`src/shared/capture_compare_timer_regs.svh`:
```
`ifndef CAPTURE_COMPARE_TIMER_REGS_SVH
`define CAPTURE_COMPARE_TIMER_REGS_SVH

// Counter and prescaler geometry
`define CCT_CNT_W        32
`define CCT_PRESC_W      12

// Conditioned pin positions
`define CCT_PIN_NUM      2
`define CCT_PIN_EXTCLK   0
`define CCT_PIN_CAPTURE  1

// Reset values
`define CCT_CNT_RST      32'h0000_0000
`define CCT_PRESC_RST    12'h000

`endif

```
`src/shared/capture_compare_timer_pkg.sv`:
```
`default_nettype none

package capture_compare_timer_pkg;

  typedef enum logic
  {
    MODE_FREE_RUN,
    MODE_PERIODIC
  } timer_mode_e;

  typedef enum logic
  {
    EDGE_LEADING,
    EDGE_TRAILING
  } capture_edge_e;

  typedef enum logic
  {
    CLK_SRC_INTERNAL,
    CLK_SRC_EXTERNAL
  } clk_src_e;

endpackage

`default_nettype wire

```
`src/shared/pin_edge_if.sv`:
```
`timescale 1ns/1ps
`default_nettype none

interface pin_edge_if #(parameter int N = 2);
  logic [N-1:0] raw;
  logic [N-1:0] rise;
  logic [N-1:0] fall;

  modport cond (input raw, output rise, output fall);
  modport user (output raw, input rise, input fall);
endinterface

`default_nettype wire

```
`src/hdl/pin_conditioner.sv`:
```
`timescale 1ns/1ps
`default_nettype none

module pin_conditioner #(
  parameter int N = 2
) (
  // Clock and reset
  input  wire logic    i_sys_clk,
  input  wire logic    i_arst_n,
  // Pins in, edge pulses out
  pin_edge_if.cond     pins
);

  typedef struct packed
  {
    logic [N-1:0] s1;
    logic [N-1:0] s2;
    logic [N-1:0] s3;
    logic [N-1:0] lvl;
    logic [N-1:0] rise;
    logic [N-1:0] fall;
  } cond_state_s;

  cond_state_s st_ff;
  cond_state_s nxt_st;
  logic [N-1:0] agree;

  if (N < 1)
  begin : g_bad_n
    $error("pin_conditioner needs at least one pin");
  end

  // Three-stage synchroniser; a change counts once stages two and three agree
  always_comb
  begin
    nxt_st = st_ff;
    agree = ~(st_ff.s2 ^ st_ff.s3);
    nxt_st.s1 = pins.raw;
    nxt_st.s2 = st_ff.s1;
    nxt_st.s3 = st_ff.s2;
    nxt_st.lvl = (agree & st_ff.s3) | (~agree & st_ff.lvl);
    nxt_st.rise = nxt_st.lvl & ~st_ff.lvl;
    nxt_st.fall = ~nxt_st.lvl & st_ff.lvl;
  end

  always_ff @(posedge i_sys_clk or negedge i_arst_n)
  begin
    if (!i_arst_n)
      st_ff <= '0;
    else
      st_ff <= nxt_st;
  end

  assign pins.rise = st_ff.rise;
  assign pins.fall = st_ff.fall;

  a_rise_one_cycle : assert property (@(posedge i_sys_clk) disable iff (!i_arst_n)
    st_ff.rise[0] |=> !st_ff.rise[0])
    else $error("edge pulse held longer than one cycle");

endmodule // pin_conditioner

`default_nettype wire

```
`src/hdl/general_capture_timer.sv`:
```
`timescale 1ns/1ps
`default_nettype none
`include "capture_compare_timer_regs.svh"

module general_capture_timer
  import capture_compare_timer_pkg::*;
#(
  parameter int CNT_W   = `CCT_CNT_W,
  parameter int PRESC_W = `CCT_PRESC_W
) (
  // Clock and reset
  input  wire logic               i_sys_clk,
  input  wire logic               i_arst_n,
  // Configuration
  input  wire logic               i_enable,
  input  wire timer_mode_e        i_mode,
  input  wire clk_src_e           i_clk_src,
  input  wire capture_edge_e      i_capture_edge,
  input  wire logic [PRESC_W-1:0] i_prescale,
  input  wire logic [CNT_W-1:0]   i_compare,
  // Flag clears
  input  wire logic               i_cmp_flag_clr,
  input  wire logic               i_cap_flag_clr,
  // External pins
  input  wire logic               i_ext_clk,
  input  wire logic               i_capture_pin,
  // Status
  output logic [CNT_W-1:0]        o_count,
  output logic [CNT_W-1:0]        o_capture,
  output logic                    o_cmp_flag,
  output logic                    o_cap_flag,
  output logic                    o_cmp_irq
);

  typedef struct packed
  {
    logic [CNT_W-1:0]   count;
    logic [CNT_W-1:0]   capture;
    logic [PRESC_W-1:0] presc_cnt;
    logic               cmp_flag;
    logic               cap_flag;
  } timer_state_s;

  timer_state_s st_ff;
  timer_state_s nxt_st;
  logic         tick;
  logic         adv;
  logic         cmp_hit;
  logic         cap_evt;

  if (CNT_W != 32)
  begin : g_bad_cnt
    $error("general_capture_timer counter must be 32 bits");
  end
  if (PRESC_W < 1 || PRESC_W > 16)
  begin : g_bad_presc
    $error("general_capture_timer prescaler width must be 1 to 16");
  end

  pin_edge_if #(.N(`CCT_PIN_NUM)) pins ();

  // One driver for the whole raw pin vector
  always_comb
  begin
    pins.raw                   = '0;
    pins.raw[`CCT_PIN_EXTCLK]  = i_ext_clk;
    pins.raw[`CCT_PIN_CAPTURE] = i_capture_pin;
  end

  pin_conditioner #(.N(`CCT_PIN_NUM)) u_pin_conditioner (
    .i_sys_clk (i_sys_clk),
    .i_arst_n  (i_arst_n),
    .pins      (pins.cond)
  );

  always_comb
  begin
    nxt_st = st_ff;
    // Count clock source
    tick = i_enable && ((i_clk_src == CLK_SRC_INTERNAL) || pins.rise[`CCT_PIN_EXTCLK]);
    // Prescaler divides by prescale + 1
    adv = tick && (st_ff.presc_cnt == i_prescale);
    if (!i_enable)
      nxt_st.presc_cnt = PRESC_W'(`CCT_PRESC_RST);
    else if (adv)
      nxt_st.presc_cnt = PRESC_W'(`CCT_PRESC_RST);
    else if (tick)
      nxt_st.presc_cnt = st_ff.presc_cnt + PRESC_W'(1);
    // Counter advance
    if (adv)
    begin
      if (i_mode == MODE_PERIODIC && st_ff.count == i_compare)
        nxt_st.count = CNT_W'(`CCT_CNT_RST);
      else
        nxt_st.count = st_ff.count + CNT_W'(1);
    end
    // Compare match as the counter arrives on the compare value
    cmp_hit = adv && (nxt_st.count == i_compare);
    if (cmp_hit)
      nxt_st.cmp_flag = 1'b1;
    else if (i_cmp_flag_clr)
      nxt_st.cmp_flag = 1'b0;
    // Capture on the chosen pin edge
    cap_evt = (i_capture_edge == EDGE_LEADING) ? pins.rise[`CCT_PIN_CAPTURE]
                                               : pins.fall[`CCT_PIN_CAPTURE];
    if (cap_evt)
    begin
      nxt_st.capture = st_ff.count;
      nxt_st.cap_flag = 1'b1;
    end
    else if (i_cap_flag_clr)
      nxt_st.cap_flag = 1'b0;
  end

  always_ff @(posedge i_sys_clk or negedge i_arst_n)
  begin
    if (!i_arst_n)
      st_ff <= '0;
    else
      st_ff <= nxt_st;
  end

  assign o_count    = st_ff.count;
  assign o_capture  = st_ff.capture;
  assign o_cmp_flag = st_ff.cmp_flag;
  assign o_cap_flag = st_ff.cap_flag;
  assign o_cmp_irq  = st_ff.cmp_flag;

  // Checks
  a_counter_wrap : assert property (@(posedge i_sys_clk) disable iff (!i_arst_n)
    adv && i_mode == MODE_FREE_RUN && st_ff.count == 32'hffff_ffff |=> o_count == 32'h0000_0000)
    else $error("free-running counter did not wrap to zero");

  a_presc_divide : assert property (@(posedge i_sys_clk) disable iff (!i_arst_n)
    st_ff.presc_cnt != i_prescale |=> o_count == $past(o_count))
    else $error("counter advanced before prescaler terminal count");

  a_capture_latch : assert property (@(posedge i_sys_clk) disable iff (!i_arst_n)
    cap_evt |=> o_capture == $past(st_ff.count) && o_cap_flag)
    else $error("capture did not latch the counter");

  a_edge_select : assert property (@(posedge i_sys_clk) disable iff (!i_arst_n)
    pins.fall[`CCT_PIN_CAPTURE] && i_capture_edge == EDGE_LEADING
    |=> o_capture == $past(o_capture) && (!o_cap_flag || $past(o_cap_flag)))
    else $error("trailing edge captured in leading-edge mode");

  a_periodic_restart : assert property (@(posedge i_sys_clk) disable iff (!i_arst_n)
    adv && i_mode == MODE_PERIODIC && st_ff.count == i_compare |=> o_count == 32'h0000_0000)
    else $error("periodic mode did not restart at compare");

  a_cmp_irq : assert property (@(posedge i_sys_clk) disable iff (!i_arst_n)
    o_count != $past(o_count) && o_count == $past(i_compare) |-> o_cmp_flag && o_cmp_irq)
    else $error("compare match did not raise flag and interrupt");

  a_ext_clk_gate : assert property (@(posedge i_sys_clk) disable iff (!i_arst_n)
    i_clk_src == CLK_SRC_EXTERNAL && !pins.rise[`CCT_PIN_EXTCLK] |=> o_count == $past(st_ff.count))
    else $error("counter moved without an external clock edge");

  a_free_pass : assert property (@(posedge i_sys_clk) disable iff (!i_arst_n)
    adv && i_mode == MODE_FREE_RUN && st_ff.count == i_compare && st_ff.count != 32'hffff_ffff
    |=> o_count == $past(st_ff.count) + 32'h1)
    else $error("free-running counter stopped at compare");

  c_periodic_match : cover property (@(posedge i_sys_clk) disable iff (!i_arst_n)
    adv && i_mode == MODE_PERIODIC && st_ff.count == i_compare);
  c_capture_trail : cover property (@(posedge i_sys_clk) disable iff (!i_arst_n)
    cap_evt && i_capture_edge == EDGE_TRAILING);
  c_ext_advance : cover property (@(posedge i_sys_clk) disable iff (!i_arst_n)
    adv && i_clk_src == CLK_SRC_EXTERNAL);

endmodule // general_capture_timer

`default_nettype wire

```
`config.mk`:
```
export PLATFORM = sky130hd
export DESIGN_NAME = general_capture_timer
export DESIGN_NICKNAME = d
export VERILOG_FILES = /design/src/shared/capture_compare_timer_pkg.sv /design/src/shared/pin_edge_if.sv /design/src/hdl/pin_conditioner.sv /design/src/hdl/general_capture_timer.sv
export VERILOG_INCLUDE_DIRS = /design/src /design/src/shared
export SDC_FILE = /design/constraint.sdc
export NUM_CORES = 1
export LEC_CHECK = 0
export BUFFER_PORTS_ARGS = -buffer_cell sky130_fd_sc_hd__clkbuf_2
export CAP_MARGIN = 10
export CORE_ASPECT_RATIO = 1.4
export CORE_MARGIN = 3
export CORE_UTILIZATION = 45
export CTS_CLUSTER_DIAMETER = 50
export DETAILED_ROUTE_END_ITERATION = 7
export PLACE_DENSITY = 0.67
export SLEW_MARGIN = 10
export SYNTH_ARGS = -nofsm -noshare
export SYNTH_HDL_FRONTEND = slang
export SYNTH_SLANG_ARGS = --single-unit
```
`constraint.sdc`:
```
create_clock -name i_sys_clk -period 5.1 [get_ports i_sys_clk]
set_input_delay 0.51 -clock i_sys_clk [delete_from_list [all_inputs] [get_ports i_sys_clk]]
set_output_delay 0.51 -clock i_sys_clk [all_outputs]
set_load 0.02 [all_outputs]
```
After elaboration in Yosys (flattened, before gate mapping)
Cells that the tools add are included.
{"block": "classes", "addsub": 2, "muxes": 10, "reduce_logical": 7, "bitwise": 11, "n_eq_ne": 4}
{"cell": "$eq 32x32->1", "count": 2}
{"cell": "$mux 32", "count": 2}
{"cell": "$mux 12", "count": 3}
{"cell": "$add 32x1->32 const B", "count": 1}
{"cell": "$add 12x1->12 const B", "count": 1}
{"cell": "$eq 12x12->1", "count": 1}
{"cell": "$and 2x2->2", "count": 4}
{"cell": "$not 2->2", "count": 4}
{"cell": "$mux 1", "count": 5}
{"cell": "$logic_and 1x1->1", "count": 4}
{"cell": "$reduce_bool 2->1", "count": 2}
{"cell": "$ne 3x1->1 const B", "count": 1}
{"cell": "$or 2x2->2", "count": 1}
{"cell": "$xor 2x2->2", "count": 1}
{"cell": "$logic_or 1x1->1", "count": 1}
{"cell": "$not 1->1", "count": 1}
{"block": "totals", "ff_bits": 90, "out_inout_bits": 67, "input_bits": 54}

Depth between registers and ports, before layout
Gate-level depths: netlist (run 1).
{"block": "logic_depth", "word_depth": 8, "mapped_depth": 12, "depth_no_buf": 10}

Modules after synthesis
From an unflattened synthesis (run 1), not the netlist that was laid out.
{"block": "unflattened", "hier_cells": 733, "area_unflattened_um2": 6426.2}
{"module": "general_capture_timer", "instances": 1, "area_each_um2": 6039.5, "cells_each": 711}
{"module": "pin_conditioner", "instances": 1, "area_each_um2": 386.6, "cells_each": 22}

Worst setup path before layout (run 1)
Ideal clock, no wire load.
{"block": "synth_path", "path_kind": "input port to flip-flop", "from": "in i_prescale[10]", "to": "reg st_ff, in the netlist o_cmp_flag", "cell_stages": 10, "path_buffers": 1, "t_arrival_ps": 2954, "setup_time_ps": 76, "slack_ps": 2070, "required_time_ps": 5024, "cell_sequence": "xor2_1 or4_4 or4_4 buf_6 or3_1 and3_1 a2111oi_2 and4_1 nand4_1 o21ai_1"}
{"block": "synth_between", "elab_chain_cells": 6, "elab_cells_between_ends": 7, "cone_classes": "2 x eq/ne; 2 x mux; 3 x reduce/logical"}
{"item": "start: declaration", "line": "general_capture_timer.sv:19", "text": "input wire logic [PRESC_W-1:0] i_prescale,"}
{"item": "$eq 12x12->1 (*)", "line": "general_capture_timer.sv:82", "text": "adv = tick && (st_ff.presc_cnt == i_prescale);"}
{"item": "$logic_and 1x1->1 (*)", "line": "general_capture_timer.sv:82"}
{"item": "$mux 32", "line": "general_capture_timer.sv:90", "text": "if (adv)"}
{"item": "$eq 32x32->1", "line": "general_capture_timer.sv:98", "text": "cmp_hit = adv && (nxt_st.count == i_compare);"}
{"item": "$logic_and 1x1->1 (*)", "line": "general_capture_timer.sv:98"}
{"item": "$mux 1 / $reduce_bool 2->1 (equally long branches)"}
{"item": "end signal: assignment", "line": "general_capture_timer.sv:120", "text": "st_ff <= nxt_st;"}
{"item": "end: declaration", "line": "general_capture_timer.sv:44", "text": "timer_state_s st_ff;"}
Mark *: on every way between the ends. The rest lies on a longest branch, timed or not.
A chain may end at the register's enable or synchronous reset.

Worst setup path after layout (run 1)
{"block": "layout_path", "from": "reg st_ff, in the netlist o_count[7]", "to": "reg st_ff, in the netlist o_cmp_flag"}
{"block": "layout_between", "elab_chain_cells": 7, "elab_cells_between_ends": 9, "cone_classes": "1 x add/sub; 2 x eq/ne; 3 x mux; 3 x reduce/logical"}
{"item": "parallel branches: the longest is 3 deep, another holds $add 32x1->32"}
{"item": "$mux 32 (*)", "line": "general_capture_timer.sv:90"}
{"item": "$eq 32x32->1 (*)", "line": "general_capture_timer.sv:98"}
{"item": "$logic_and 1x1->1 (*)", "line": "general_capture_timer.sv:98"}
{"item": "$mux 1 / $reduce_bool 2->1 (equally long branches)"}
Mark *: on every way between the ends.

==> key figures, run 1 <==
Timing
  • Period utilization: 0.7569
  • Max Slew Vio Count: 0
  • Final setup violation count: 0
  • Slew Limit Headroom: 0.3402
  • Final Hold Vio Count: 0
  • Minimum clock period after layout: 3.860 ns
  • Actual slew at the worst max-slew pin: 0.9896 ns
  • Clk_skew: 0.008986 ns
  • RSZ-0062 raised after global routing: false
  • Fmax: 259.1 MHz
  • Final TNS setup: 0 ns

Finish
  • Cell area after layout: 7335 um2
  • Share of post-route cells with drive strength above 1: 0.2298
  • Area growth, synth to finish: 9.345%
  • Nets: 882
  • Ant diodes: 0
  • Non-Filler Instances: 1020
  • Final core occ: 0.5055

Worst setup path
  • Largest fanout on the critical path: 19
  • Cell family with most CP delay: simple AND/OR/NAND/NOR gates
  • Crit path arrival time: 4.14 ns
  • CP dominant cell by count: nand4_1
  • Worst Path Buf+Inv: 0
  • Worst path cell trace: xnor2_1 -> nand4_1 -> or4b_2 -> or4_1 -> a21oi_1 -> o311ai_0 -> nor4_1 -> nand4_1 -> o21ai_1
  • CP Data Required Time: 5.38 ns
  • Type of the worst setup path: reg2reg
  • Crit end category: flip-flop
  • Slowest stage delay, CP: 0.92 ns
  • Crit start category: flip-flop
  • Crit-path slowest cell: or4_1

Pwr
  • Net Sw Frac: 0.2533
  • Overall power: 1.642 mW
  • Pint: 1.226 mW
  • Leakage Power: 3.064 nW
  • Reg power frac: 0.444
  • Switch Pwr: 0.4161 mW
  • Comb pwr share: 0.101
  • Power share of the clock group: 0.455
  • Peak VDD IR: 0.0001691 V
  • Pwr Density: 223.9 nW/um2

Synthesis
  • Part of the Yosys area used for sequential elements: 0.3320
  • Net Count, Synth: 848
  • Register bit total from synthesis: 89
  • Ys flop type: dfrtp_1
  • Syn Std Cell Area: 6708 um2
  • Synth unique cells: 67
  • XOR/XNOR share of the synthesized area: 0.06920
  • Warnings from Yosys: 0
  • Cells after synthesis: 792
  • Post-synth ARST share: 1.000
  • Post-Syn Area per Cell: 8.469 um2
  • Synth Area in Adders: 0.005223
  • Top cell type's share of synthesized area: 0.3320
  • Synth Area in Simple Gates: 0.2542
  • Mux contribution to synthesized area: 0.06305
  • Synth Area in Compound Gates: 0.1567
  • Largest family of logic cells by synthesized area: simple AND/OR/NAND/NOR gates
  • Largest area contributor in the netlist: dfrtp_1
  • Largest cells by area after synthesis: dfrtp_1, buf_4, o21ai_0, xnor2_1, mux2_2
  • EDFF count, synth: 0

Place
  • Placed cells: 1004
  • IO Port Bufs: 120
  • Routability Congestion: 1.077
  • Detailed Place HPWL: 18430 um
  • Placement Cell Area: 7004 um2

Die
  • Rows: 52
  • Die Wd: 109.2 um
  • Core Area: 14510 um2
  • Total die area: 16430 um2
  • Die Y: 150.5 um
  • Starting Density: 0.4623
  • Io pins: 121

GRT
  • Initial antenna violation count: 1
  • Global route overflow: 0
  • Largest net degree at the start of global routing: 52
  • First-pass GRT wire length: 37010 um
  • Number of global-route vias before repair: 6408
  • GRT Total Usage: 0.3006

Clock network
  • CTS clock-pin slew for the worst setup and hold paths: 0.07 ns
  • CTS Root Cell: clkbuf_16
  • Maximum level of the CTS H-tree: 3
  • TritonCTS buffer count: 9
  • Clk sinks: 89
  • Post-CTS Resized: 0
  • Clk_lat worst skew: 0.35 ns
  • TritonCTS clock tree: yes
  • Max clock buf depth: 2
  • Hold buffers post-CTS: 0
  • Post-CTS setup buffer count: 0

Routing
  • Remaining antenna violation count: 0
  • Via Count: 6541
  • DR vias/cell: 6.413
  • Drt first pass iters: 6
  • Iter 0 DRT Violations: 688
  • Drt wl/cell: 23.83 um
  • Drc violations: 0
  • Routed WL: 24310 um

Outcome
  • Status: complete, no violations

Min path
  • Worst min-delay path category: in2async

Run
  • Number of max-cap violations: 0
==> per-stage QoR <==
| stage | worst slack (ns) | hold WS, ns |
|---|---|---|
| after global placement | 1.267 | 0.3340 |
| final | 1.240 | 0.1326 |
| after detailed placement | 1.259 | 0.3362 |
| after CTS | 1.298 | 0.1563 |
| after global routing | 1.049 | 0.1663 |
| after floorplan | 2.070 | 0.2144 |
==> flip-flops by register name, indices dropped and copies added, names as in the netlist <==
| signal | flops |
|---|---|
| st_ff | 12 |
| u_pin_conditioner.pins.rise | 2 |
| o_count | 32 |
| u_pin_conditioner.pins.fall | 1 |
| u_pin_conditioner.nxt_st | 4 |
| u_pin_conditioner.st_ff | 4 |
| o_capture | 32 |
| o_cap_flag | 1 |
| o_cmp_flag | 1 |
==> routing by layer <==
layer | vias to the layer above | wire (um) | GRT usage
met5 | - | 13 | 0
met2 | 374 | 11370 | 0.4843
met4 | 2 | 1976 | 0.2127
li1 | 2913 | - | -
met3 | 114 | 2097 | 0.07550
met1 | 3138 | 8855 | 0.3442
==> placed cells by master (no fill, tap or decap), types with 9 or more instances in the layout <==
| cell | count |
|---|---|
| nand2b_1 | 18 |
| or4_1 | 11 |
| xor2_1 | 18 |
| nor4_1 | 15 |
| o31ai_1 | 16 |
| nor3_1 | 10 |
| and4_1 | 11 |
| xnor2_1 | 35 |
| or3_1 | 12 |
| mux2i_1 | 12 |
| a21oi_1 | 11 |
| dfrtp_1 | 89 |
| nor2_1 | 44 |
| inv_1 | 26 |
| and3_1 | 15 |
| buf_4 | 18 |
| o21ai_0 | 68 |
| clkbuf_2 | 119 |
| nand2_1 | 75 |
| nand3_1 | 27 |
| clkbuf_16 | 9 |
| nand4_1 | 39 |
| mux2_2 | 26 |
==> power groups by stage <==
stage | sequential (mW) | clock [mW] | combinational [mW]
after global routing | 0.731 | 0.783 | 0.180
after floorplan | 0.742 | 0 | 0.0853
after global placement | 0.743 | 0 | 0.165
after detailed placement | 0.744 | 0 | 0.164
final | 0.730 | 0.747 | 0.166
after CTS | 0.730 | 0.757 | 0.164
==> cell usage after synthesis, types with 12 or more instances <==
cell type / n
dfrtp_1: 89
nand2_1: 75
o21ai_0: 68
buf_4: 67
nor2_1: 44
nand4_1: 39
clkbuf_1: 37
xnor2_1: 35
nand3_1: 27
inv_1: 26
mux2_2: 26
nand2b_1: 18
xor2_1: 18
nor4_1: 17
o31ai_1: 16
and3_1: 15
mux2i_1: 13
or3_1: 12
==> logic make-up (layout without fill, tap and decap cells) <==
logic type,count (synthesis),in the layout
muxes,39,39
DFF,89,89
xor gates and xnor gates,53,53
adders and majority gates,3,3
buffers and inverters,140,179
and+or+nand+nor,310,310
AOI/OAI and AO/OA,158,158
==> worst paths after layout <==
| check | start | end | slack (ns) | cells past startpoint |
|---|---|---|---|---|
| worst max-delay path | o_count[7]$_DFF_PN0_ | o_cmp_flag$_DFFE_PN0P_ | 1.24 | 9 |
| worst min-delay path | i_arst_n | o_capture[29]$_DFFE_PN0P_ | 0.13 | 1 |
| worst max register to register | o_count[7]$_DFF_PN0_ | o_cmp_flag$_DFFE_PN0P_ | 1.24 | 9 |
| worst min register to register | u_pin_conditioner.nxt_st[9]$_DFF_PN0_ | u_pin_conditioner.nxt_st[7]$_DFF_PN0_ | 0.35 | 0 |
| max in group asynchronous | i_arst_n | o_count[13]$_DFF_PN0_ | 3.92 | 2 |
| min in group i_sys_clk | i_capture_pin | u_pin_conditioner.nxt_st[9]$_DFF_PN0_ | 0.26 | 1 |
==> final cells by class <==
cell class                      instances  area (um2)
Clock buffer                           11       242.7
Tap cell                              189       236.5
Multi-Input combinational cell        563        3712
Sequential cell                        89        2227
Fill cell                            1442        7174
Timing Repair Buffer                  137       730.7
Clock inverter                          5       87.58
Inverter                               26       97.59
Power figures use the tool's default switching activity.
==> inputs of run 2 (changes only) <==
- PLACE_DENSITY: 0.67 -> 0.69
- clock period: 5.1 -> 3.1 ns (I/O delays scaled with it)
==> key figures, run 2 (synthesized netlist as in run 1, its figures left out) <==
Place
  • Detailed Place HPWL: 22540 um (was 18430 um)
  • Placement Cell Area: 8242 um2 (was 7004 um2)
  • Placed cells: 1163 (was 1004)
  • DP Worst Slack: -0.1884 ns (was 1.259 ns)
  • IO Port Bufs: 120 (unchanged)
  • Routability Congestion: 1.084 (was 1.077)

Routing
  • DR vias/cell: 6.091 (was 6.413)
  • Via Count: 7193 (was 6541)
  • Routed WL: 28060 um (was 24310 um)
  • Iter 0 DRT Violations: 609 (was 688)
  • Remaining antenna violation count: 0 (unchanged)
  • Drc violations: 0 (unchanged)
  • Drt first pass iters: 6 (unchanged)
  • Drt wl/cell: 23.76 um (was 23.83 um)

Clock network
  • Maximum level of the CTS H-tree: 3 (unchanged)
  • CTS Root Cell: clkbuf_16 (unchanged)
  • Clk_lat worst skew: 0.35 ns (about the same)
  • Clk sinks: 89 (unchanged)
  • CTS clock-pin slew for the worst setup and hold paths: 0.07 ns (about the same)
  • TritonCTS clock tree: yes (unchanged)
  • Hold buffers post-CTS: 0 (unchanged)
  • Max clock buf depth: 2 (unchanged)
  • TritonCTS buffer count: 9 (unchanged)

Finish
  • Cell area after layout: 8711 um2 (was 7335 um2)
  • Area growth, synth to finish: 29.86% (was 9.345%)
  • Most common cell after layout, fill and taps aside: buf_4 (was clkbuf_2)
  • Non-Filler Instances: 1181 (was 1020)
  • Register area: 2230 um2 (was 2227 um2)
  • Commonest cells after routing, fill and taps aside: buf_4, clkbuf_2, dfrtp_1, nand2_1, o21ai_0 (was clkbuf_2, dfrtp_1, nand2_1, o21ai_0, nor2_1)
  • Share of post-route cells with drive strength above 1: 0.3730 (was 0.2298)
  • Final core occ: 0.6004 (was 0.5055)
  • Ant diodes: 0 (unchanged)
  • Multi-input combinational cell area: 3852 um2 (was 3712 um2)
  • Nets: 1043 (was 882)
  • Fillers: 1371 (was 1442)

Pwr
  • Pwr Density: 308.2 nW/um2 (was 223.9 nW/um2)
  • Peak VDD IR: 0.0002222 V (was 0.0001691 V)
  • Leakage Power: 3.895 nW (was 3.064 nW)
  • Overall power: 2.685 mW (was 1.642 mW)

Worst setup path
  • Crit start category: flip-flop (unchanged)
  • Largest fanout on the critical path: 8 (was 19)
  • R2R Setup Slk: -0.02 ns (was 1.24 ns)
  • CP startpoint: st_ff[12]$_DFFE_PN0P_ (was o_count[7]$_DFF_PN0_)
  • Crit path arrival time: 3.39 ns (was 4.14 ns)
  • Type of the worst setup path: reg2reg (unchanged)
  • Crit end category: flip-flop (unchanged)
  • Worst R2R Start: st_ff[12]$_DFFE_PN0P_ (was o_count[7]$_DFF_PN0_)
  • CP Data Required Time: 3.37 ns (was 5.38 ns)

Die
  • Core Area: 14510 um2 (unchanged)
  • Die Wd: 109.2 um (unchanged)
  • Rows: 52 (unchanged)
  • Starting Density: 0.4623 (unchanged)
  • Total die area: 16430 um2 (unchanged)
  • Io pins: 121 (unchanged)
  • Die Y: 150.5 um (unchanged)

GRT
  • Number of global-route vias before repair: 7188 (was 6408)
  • Largest net degree at the start of global routing: 83 (was 52)
  • Initial antenna violation count: 0 (was 1)
  • GRT Total Usage: 0.3501 (was 0.3006)
  • Global route overflow: 0 (unchanged)
  • First-pass GRT wire length: 42170 um (was 37010 um)

Min path
  • Worst min-delay path category: in2reg (was in2async)
  • Min-Delay Startpoint: i_capture_pin

Timing
  • RSZ-0062 raised after global routing: true (was false)
  • Final TNS setup: -0.02070 ns (was 0 ns)
  • Fmax: 320.4 MHz (was 259.1 MHz)
  • Period utilization: 1.007 (was 0.7569)
  • Clk_skew: 0.01113 ns (was 0.008986 ns)
  • Final Hold Vio Count: 0 (unchanged)
  • Actual slew at the worst max-slew pin: 1.055 ns (was 0.9896 ns)
  • Minimum clock period after layout: 3.121 ns (was 3.860 ns)
  • Max Slew Vio Count: 0 (unchanged)
  • Final WS setup: -0.02070 ns (was 1.240 ns)
  • Slew Limit Headroom: 0.2964 (was 0.3402)
  • Fin Hold WS: 0.06348 ns (was 0.1326 ns)
  • Final setup violation count: 1 (was 0)

Run
  • Number of max-cap violations: 0 (unchanged)

Outcome
  • Status: finished with violations (was complete, no violations)
  • Failing checks: negative setup slack
==> run 2: cell count changes in the layout (fill, tap and decap cells not counted), moves of 2 or more <==
cell | previous run | this run
or4_4 | 2 | 5
xnor2_1 | 35 | 31
dfrtp_2 | 0 | 2
a2111oi_0 | 3 | 1
dfrtp_1 | 89 | 87
buf_4 | 18 | 174
xnor2_2 | 0 | 4
or4_1 | 11 | 8
o21ai_0 | 68 | 66
buf_12 | 0 | 4
==> run 2: worst paths after layout <==
check                      cells after the start                               endpoint
hold reg to reg                                0  u_pin_conditioner.nxt_st[7]$_DFF_PN0_
setup reg to reg                              10                 o_cmp_flag$_DFFE_PN0P_
max in group asynchronous                      1                   o_count[6]$_DFF_PN0_
setup / recovery                              10                 o_cmp_flag$_DFFE_PN0P_
hold / removal                                 1  u_pin_conditioner.nxt_st[9]$_DFF_PN0_
min in group asynchronous                      1               o_capture[1]$_DFFE_PN0P_
==> run 2: layout make-up <==
type                       count  area share
multi-input combinational    563      0.4423
sequential                    89      0.2560
timing repair buffer         298      0.2292
tap                          189     0.02715
clock buffer                  11     0.02672
inverter                      26     0.01120
clock inverter                 5    0.007469
==> run 2: worst max-delay path, cell delays in order (launching register included) <==
cell and delay [ns]:
dfrtp_1 0.39, xor2_1 0.16, or4_4 0.55, or4_4 0.50, buf_12 0.17, or3_1 0.34
and3_4 0.18, a2111oi_4 0.32, and4_1 0.22, nand4_1 0.10, o21ai_1 0.11
==> run 2: per-layer routing <==
metal	GRT usage	up-vias	wire (um)
li1	-	3234	-
met1	0.4025	3442	10050
met2	0.5883	383	13690
met3	0.04976	134	1826
met4	0.2514	0	2492
met5	0	-	0
==> run 2: power by group <==
group	internal [mW]	switching, mW	total, mW	leakage, nW
clock network	0.634	0.502	1.14	0.138
registers	1.18	0.0155	1.20	1.18
logic	0.146	0.204	0.350	2.57
total	1.96	0.722	2.68	3.90
==> run 2: repair_timing <==
action	in CTS	in global routing
setup endpoints to repair	1	1
pin swaps	4	5
resized for setup	16	16
buffers inserted	2	0
